File: src/rtl/adcrst_pkg.sv
`default_nettype none

package adcrst_pkg;

  // ------------------------------------------------------------
  // Widths and field positions
  // ------------------------------------------------------------
  localparam int unsigned CFG_W          = 12;
  localparam int unsigned SOFT_RESET_POS = 0;
  localparam int unsigned WORD_W         = 16;
  localparam int unsigned BITCNT_W       = 5;

  // ------------------------------------------------------------
  // Reset values
  // ------------------------------------------------------------
  localparam logic [CFG_W-1:0]    CFG_RESET    = 12'hFFF;
  localparam logic [WORD_W-1:0]   SHIFT_RESET  = 16'hFFFF;
  localparam logic [BITCNT_W-1:0] BITCNT_RESET = 5'h00;
  localparam logic [BITCNT_W-1:0] BITCNT_FULL  = 5'h10;

  // ------------------------------------------------------------
  // Control state machine
  // ------------------------------------------------------------
  typedef enum logic [1:0] {
    ADCRST_POWER_ON = 2'b00,
    ADCRST_IDLE     = 2'b01,
    ADCRST_BUSY     = 2'b11
  } adcrst_state_t;

endpackage : adcrst_pkg

`default_nettype wire

File: src/rtl/adcrst_top.sv
`timescale 1ns/10ps
`default_nettype none

// How it works
// (RQ1) Reset comes from power-up (rst_n_i) or from writing soft_reset_bit of the config word.
// (RQ2) Both sources merge into one internal reset and either alone is enough.
// (RQ3) Any reset loads config, both shifters, cfg_valid and ones_frame with ones; state, bitcnt and soft_req load zero.
// (RQ4) The first serial frame after any reset shifts out all ones instead of a result.
// (RQ5) Any reset returns the control state machine to its power-on state.
// (RQ6) After a supply dip between 125mV and 400mV the host must issue a software reset.
// (RQ7) Serial data is driven only while frame_sync_select_n is low; its rise floats the pin.
module adcrst_top
  import adcrst_pkg::*;
(
  // ------------------------------------------------------------
  // Clock and power-on reset
  // ------------------------------------------------------------
  input  wire logic                ref_clk_i,
  input  wire logic                rst_n_i,
  // ------------------------------------------------------------
  // Serial link, sampled on ref_clk_i
  // ------------------------------------------------------------
  input  wire logic                frame_sync_select_n_i,
  input  wire logic                sclk_rise_i,
  input  wire logic                sdi_i,
  output logic                     sdo_o,
  output logic                     sdo_oe_o,
  // ------------------------------------------------------------
  // Converter core side
  // ------------------------------------------------------------
  input  wire logic [WORD_W-1:0]   result_i,
  input  wire logic                result_valid_i,
  // ------------------------------------------------------------
  // Configuration and status
  // ------------------------------------------------------------
  output logic [CFG_W-1:0]         config_register_o,
  output logic                     config_valid_o,
  output logic                     internal_reset_o,
  output logic                     busy_o
);

  // ------------------------------------------------------------
  // State
  // ------------------------------------------------------------
  // One struct, so a reset loads every bit in one assignment
  typedef struct packed {
    adcrst_state_t           state;
    logic [CFG_W-1:0]        cfg;
    logic                    cfg_valid;
    logic [WORD_W-1:0]       shift_in;
    logic [WORD_W-1:0]       shift_out;
    logic [BITCNT_W-1:0]     bitcnt;
    logic                    ones_frame;
    logic                    fs_n_d;
    logic                    soft_req;
  } adcrst_regs_t;

  localparam adcrst_regs_t REGS_RESET = '{
    state:      ADCRST_POWER_ON,
    cfg:        CFG_RESET,
    cfg_valid:  1'b1,
    shift_in:   SHIFT_RESET,
    shift_out:  SHIFT_RESET,
    bitcnt:     BITCNT_RESET,
    ones_frame: 1'b1,
    fs_n_d:     1'b1,
    soft_req:   1'b0
  };

  // ------------------------------------------------------------
  // Helpers
  // ------------------------------------------------------------
  // Both shifters move MSB first, new bit at the low end
  function automatic logic [WORD_W-1:0] shift_word(
    input logic [WORD_W-1:0] w,
    input logic              b
  );
    return {w[WORD_W-2:0], b};
  endfunction

  // Stops at a full word, so a long frame still counts as complete
  function automatic logic [BITCNT_W-1:0] count_step(
    input logic [BITCNT_W-1:0] c
  );
    logic [BITCNT_W-1:0] n;
    n = c;
    if (c != BITCNT_FULL)
    begin
      n = c + 5'h01;
    end
    return n;
  endfunction

  // The low bits received last form the config word
  function automatic logic [CFG_W-1:0] cfg_field(
    input logic [WORD_W-1:0] w
  );
    return w[CFG_W-1:0];
  endfunction

  function automatic logic is_busy(
    input adcrst_state_t s
  );
    return (s == ADCRST_BUSY);
  endfunction

  function automatic logic is_power_on(
    input adcrst_state_t s
  );
    return (s == ADCRST_POWER_ON);
  endfunction

  // ------------------------------------------------------------
  // Registers and frame edges
  // ------------------------------------------------------------
  adcrst_regs_t r_r;
  adcrst_regs_t r_nxt;
  logic         frame_start;
  logic         frame_end;
  logic         in_frame;

  assign in_frame    = ~frame_sync_select_n_i;
  // A select that falls in the power-on cycle is never seen as a start
  assign frame_start = r_r.fs_n_d & ~frame_sync_select_n_i;
  assign frame_end   = ~r_r.fs_n_d & frame_sync_select_n_i;

  // ------------------------------------------------------------
  // Next state
  // ------------------------------------------------------------
  always_comb
  begin
    r_nxt          = r_r;
    r_nxt.fs_n_d   = frame_sync_select_n_i;
    r_nxt.soft_req = 1'b0;
    unique case (r_r.state)
      ADCRST_POWER_ON:
      begin
        r_nxt.state = ADCRST_IDLE;
      end
      ADCRST_IDLE:
      begin
        if (frame_start)
        begin
          r_nxt.state  = ADCRST_BUSY;
          r_nxt.bitcnt = BITCNT_RESET;
          // (RQ4) ones frame
          r_nxt.shift_out = r_r.ones_frame ? SHIFT_RESET : result_i;
        end
        else if (result_valid_i && !r_r.ones_frame)
        begin
          r_nxt.shift_out = result_i;
        end
      end
      ADCRST_BUSY:
      begin
        if (frame_end)
        begin
          r_nxt.state      = ADCRST_IDLE;
          r_nxt.ones_frame = 1'b0;
          // Short frames write nothing
          if (r_r.bitcnt >= BITCNT_FULL)
          begin
            r_nxt.cfg       = cfg_field(r_r.shift_in);
            r_nxt.cfg_valid = 1'b1;
            // Acts next cycle, so the written word shows for one cycle
            // (RQ1) software reset bit
            r_nxt.soft_req  = r_r.shift_in[SOFT_RESET_POS];
          end
        end
        else if (in_frame && sclk_rise_i)
        begin
          r_nxt.shift_in  = shift_word(r_r.shift_in, sdi_i);
          r_nxt.shift_out = shift_word(r_r.shift_out, 1'b1);
          r_nxt.bitcnt    = count_step(r_r.bitcnt);
        end
      end
      default:
      begin
        r_nxt.state = ADCRST_POWER_ON;
      end
    endcase
    // Overrides all above, so a frame in flight is abandoned
    // (RQ2) merged reset
    if (r_r.soft_req)
    begin
      // (RQ3) ones in config and shifters, zero state and count
      r_nxt        = REGS_RESET;
      // (RQ5) power-on state
      r_nxt.state  = ADCRST_POWER_ON;
      // Keep tracking the pin so no false start follows
      r_nxt.fs_n_d = frame_sync_select_n_i;
    end
  end

  // ------------------------------------------------------------
  // Registers
  // ------------------------------------------------------------
  always_ff @(posedge ref_clk_i or negedge rst_n_i)
  begin
    if (!rst_n_i)
    begin
      r_r <= REGS_RESET;
    end
    else
    begin
      r_r <= r_nxt;
    end
  end

  // ------------------------------------------------------------
  // Outputs
  // ------------------------------------------------------------
  // Combinational, so the pin floats in the cycle the select rises
  // (RQ7) drive only in frame
  assign sdo_oe_o          = in_frame && is_busy(r_r.state);
  assign sdo_o             = r_r.shift_out[WORD_W-1];
  assign config_register_o = r_r.cfg;
  assign config_valid_o    = r_r.cfg_valid;
  assign internal_reset_o  = r_r.soft_req || is_power_on(r_r.state);
  assign busy_o            = is_busy(r_r.state);

endmodule // adcrst_top

`default_nettype wire

File: config.mk
export PLATFORM = sky130hd
export DESIGN_NAME = adcrst_top
export DESIGN_NICKNAME = d
export VERILOG_FILES = /design/src/rtl/adcrst_pkg.sv /design/src/rtl/adcrst_top.sv
export SDC_FILE = /design/constraint.sdc
export NUM_CORES = 1
export LEC_CHECK = 0
export ABC_AREA = 1
export BUFFER_PORTS_ARGS = -buffer_cell sky130_fd_sc_hd__buf_2
export CELL_PAD_IN_SITES_DETAIL_PLACEMENT = 0
export CELL_PAD_IN_SITES_GLOBAL_PLACEMENT = 1
export CORE_AREA = 8 8 90 92
export CTS_CLUSTER_SIZE = 8
export DETAILED_ROUTE_END_ITERATION = 10
export DIE_AREA = 0 0 98 100
export GPL_ROUTABILITY_DRIVEN = 0
export PLACE_DENSITY = 0.89
export SLEW_MARGIN = 10
export SYNTH_ARGS = -nofsm -noshare
export SYNTH_HDL_FRONTEND = slang
export SYNTH_SLANG_ARGS = --single-unit
File: constraint.sdc
create_clock -name ref_clk_i -period 1.5 [get_ports ref_clk_i]
set_input_delay 0.225 -clock ref_clk_i [delete_from_list [all_inputs] [get_ports ref_clk_i]]
set_output_delay 0.225 -clock ref_clk_i [all_outputs]
set_load 0.02 [all_outputs]
==> metrics.md <==
| Metric | Value |
|---|---|
| Top metal layer carrying routed signals | `met4` |
| Number of maximum-capacitance constraint violations | `0` |
| Clock Tree Root | `clkbuf_8` |
| IO Port Bufs | `37` |
| Cells after DPL | `447` |
| Overall power | `5.30 mW` |
| Fill cell total of the finished layout | `687` |
| Drt first-iter violations | `87` |
| Final setup fails | `0` |
| Clock-pin slew reported for the worst setup and hold paths after clock tree synthesis | `0.08 ns` |
| Crit Path Max Fanout | `8` |
| Largest net degree at the start of global routing | `51` |
| Seq pwr share | `42.0%` |
| Time the final worst path needs with I/O delays and setup | `1.44 ns` |
| Number of hold-slack violations in the final timing report | `0` |
| Number of nets in the synthesized netlist | `364` |
| Static Leak | `1.54 nW` |
| Cell area after synthesis | `0.00274 mm2` |
| Warnings, synthesis | `0` |
| Final Max Slew Viols | `0` |
| Total DRC errors in the routed layout | `0` |
| Met2 Wirelength | `2.74 mm` |
| Die Width | `98 um` |
| Maximum operating frequency | `0.695 GHz` |
| Switching part of the total power | `36.5%` |
| Insertion delay of the later-clocked pin in the worst-skew pair | `0.30 ns` |
| Required time at the endpoint of the critical path | `1.75 ns` |
| Syn-to-layout area delta | `16.8%` |
| Antenna cells | `0` |
| Cell internal power dissipation | `3.36 mW` |
| Wirelength per Cell | `12.9 um` |
| Setup TNS Final | `0 ns` |
| Number of different library cells in the post-synthesis netlist | `26` |
| Part of the power in combinational logic | `40.9%` |
| Half-perimeter wire length after detailed placement | `4.09 mm` |
| Ratio of cells with drive above 1 in the final layout | `34.3%` |
| Top cells by area, synth | `dfstp_2, nor2_1, nand2_1` |
| WS Path Type | `reg -> reg` |
| Number of buffers created by CTS | `5` |
| Core area | `0.00664 mm2` |
| DIE AREA | `0.00980 mm2` |
| Net Switching | `1.93 mW` |
| Global-route wire length before repair | `10.2 mm` |
| Number of clock sinks | `50` |
| Tightest hold margin | `0.0769 ns` |
| Avg Cell Area, Syn | `8.06 um2` |
| Hold Path Class | `in -> reg` |
| Period utilisation layout | `96.0%` |
| Via density per instance | `4.77` |
| Leading area contributor after synthesis | `dfstp_2` |
| Worst Setup Start Kind | `register` |
| Post-Synthesis Cells | `340` |
| Crit path DAT | `1.69 ns` |
| Top cell type's share of synthesized area | `40.3%` |
| Max Root-Sink Buffers | `2` |
| Synth Register Bits | `50` |
| Outcome | `finished clean` |
| Vias after detailed routing | `2189` |
| Vias in the first global route | `2208` |
| Register area share after synthesis | `47.6%` |
| First-pass detailed-route iteration total | `4` |
| Share of total power in the clock network | `17.1%` |
| Overall routing resource usage | `12.6%` |
| Number of antenna violations at the first check in global routing | `0` |
| Clk_skew | `0.00739 ns` |
| TritonCTS clock tree | `built` |
| Power density cells | `1660 mW/mm2` |
| Length of routed met3 wiring | `310 um` |
| Total wire length after detailed routing | `5.91 mm` |
| I/O Pins | `39` |
| Highest ir drop seen on vdd | `864 uV` |
| ANT nets after route | `0` |
| Post-Layout Cell Count | `459` |
| Vertical die dimension | `100 um` |
| Cell Rows | `30` |
| Total number of H-tree levels | `2` |
| Initial cell density of the core | `41.2%` |
| Net total in the final layout | `402` |
| Post-route met1 wirelength | `2.80 mm` |
| Sum of overflow across all layers after global routing | `0` |
| Worst setup EP type | `register` |
==> repair_timing <==
action	in CTS	in global routing
hold buffers	1	0
pin swaps	1	0
hold endpoints to repair	8	0
resized for setup	2	22
setup buffers	2	0
cloned	0	1
endpoints found under the setup margin	10	28
==> stage by stage <==
| stage | setup WS, ns | cell area (um2) | util (%) |
|---|---|---|---|
| floorplan | 0.129 | 2740 | - |
| global placement | -0.0308 | 2980 | 44.8 |
| detailed placement | -0.0539 | 2980 | 44.8 |
| CTS | 0.00222 | 3120 | 47.0 |
| global route | -0.000729 | 3200 | 48.2 |
| finish | 0.0606 | 3200 | 48.2 |
==> power groups by stage <==
| stage | Sequential (mW) | Clock, mW | Combinational [mW] |
|---|---|---|---|
| 2_1_floorplan | 2.22 | 0 | 1.53 |
| 3_3_place_gp | 2.23 | 0 | 1.96 |
| 3_5_place_dp | 2.24 | 0 | 2.00 |
| 4_1_cts | 2.23 | 0.937 | 2.07 |
| 5_1_grt | 2.29 | 0.990 | 2.47 |
| 6_report | 2.23 | 0.904 | 2.17 |
==> path summary, 6_finish.rpt <==
check                          end  depth (start not counted)                   from  slack [ns]
min reg2reg                r_r[13]                          2                r_r[13]        0.47
max in group asynchronous  r_r[29]                          3                rst_n_i        0.77
min in group asynchronous  r_r[54]                          3                rst_n_i        0.43
max reg2reg                r_r[19]                          8                 r_r[1]        0.06
min                         r_r[1]                          1  frame_sync_select_n_i        0.08
max                        r_r[19]                          8                 r_r[1]        0.06
==> kinds of logic (layout without fill, tap and decap cells) <==
logic type / Yosys count / count (layout) / share of synthesized area [%]
and+or+nand+nor: 211 / 211 / 34.8
buffers and inverters: 47 / 86 / 10.2
DFF: 50 / 50 / 47.6
AOI/OAI and AO/OA: 28 / 28 / 6.03
adders and majority gates: 2 / 2 / 0.914
other: 1 / 1 / 0.137
xor gates and xnor gates: 1 / 1 / 0.320
==> per-layer routing <==
layer | vias to the layer above | GRT usage (%)
met5 | - | 0
met1 | 1019 | 15.4
met4 | 0 | 3.60
li1 | 1125 | -
met3 | 4 | 4.57
met2 | 41 | 20.3
==> critical path, stage by stage (launching register included) <==
cell and delay (ns):
dfstp_2 0.54, nand2_1 0.09, buf_4 0.16, nor2_4 0.11, buf_4 0.19, nor2_1 0.06, nor2_1 0.09, nand3_1 0.08
nand2_1 0.07
==> sequential cells by signal, summed over array words and instances (netlist names) <==
signal             count
sdo_o                  1
config_register_o     12
r_r                   37
==> synthesized netlist by cell type <==
master / instances
nor2_1: 80
nand2_1: 75
dfstp_2: 42
nand3_1: 24
buf_4: 19
inv_1: 16
nand3b_1: 15
a21oi_1: 11
o21a_1: 10
dfrtp_1: 8
o21ai_0: 6
buf_2: 5
nand2_2: 4
nor2_4: 4
buf_6: 3
nand2_4: 3
ha_1: 2
inv_2: 2
nor2_2: 2
nor3_1: 2
or2_2: 2
clkbuf_1: 1
conb_1: 1
inv_4: 1
o21ai_1: 1
xnor2_1: 1
==> cell type report <==
class,instances,area [um2],area share [%]
Sequential cell,50,1310,40.8
Multi-Input combinational cell,243,1200,37.4
Timing Repair Buffer,59,410,12.8
Clock buffer,8,111,3.48
Tap cell,80,100,3.13
Inverter,19,76.3,2.39
==> layout by cell type, fill, tap and decap left out, drive strengths merged <==
cell type	synthesis	routed
nor2	86	86
nand2	82	82
buf	27	58
dfstp	42	42
nand3	24	24
inv	19	19
nand3b	15	15
a21oi	11	11
o21a	10	10
dfrtp	8	8
clkbuf	1	8
o21ai	7	7
nor3	2	2
or2	2	2
ha	2	2
xnor2	1	1
conb	1	1
dlygate4sd3	0	1
Note: power is estimated with default switching activity, not from simulation.
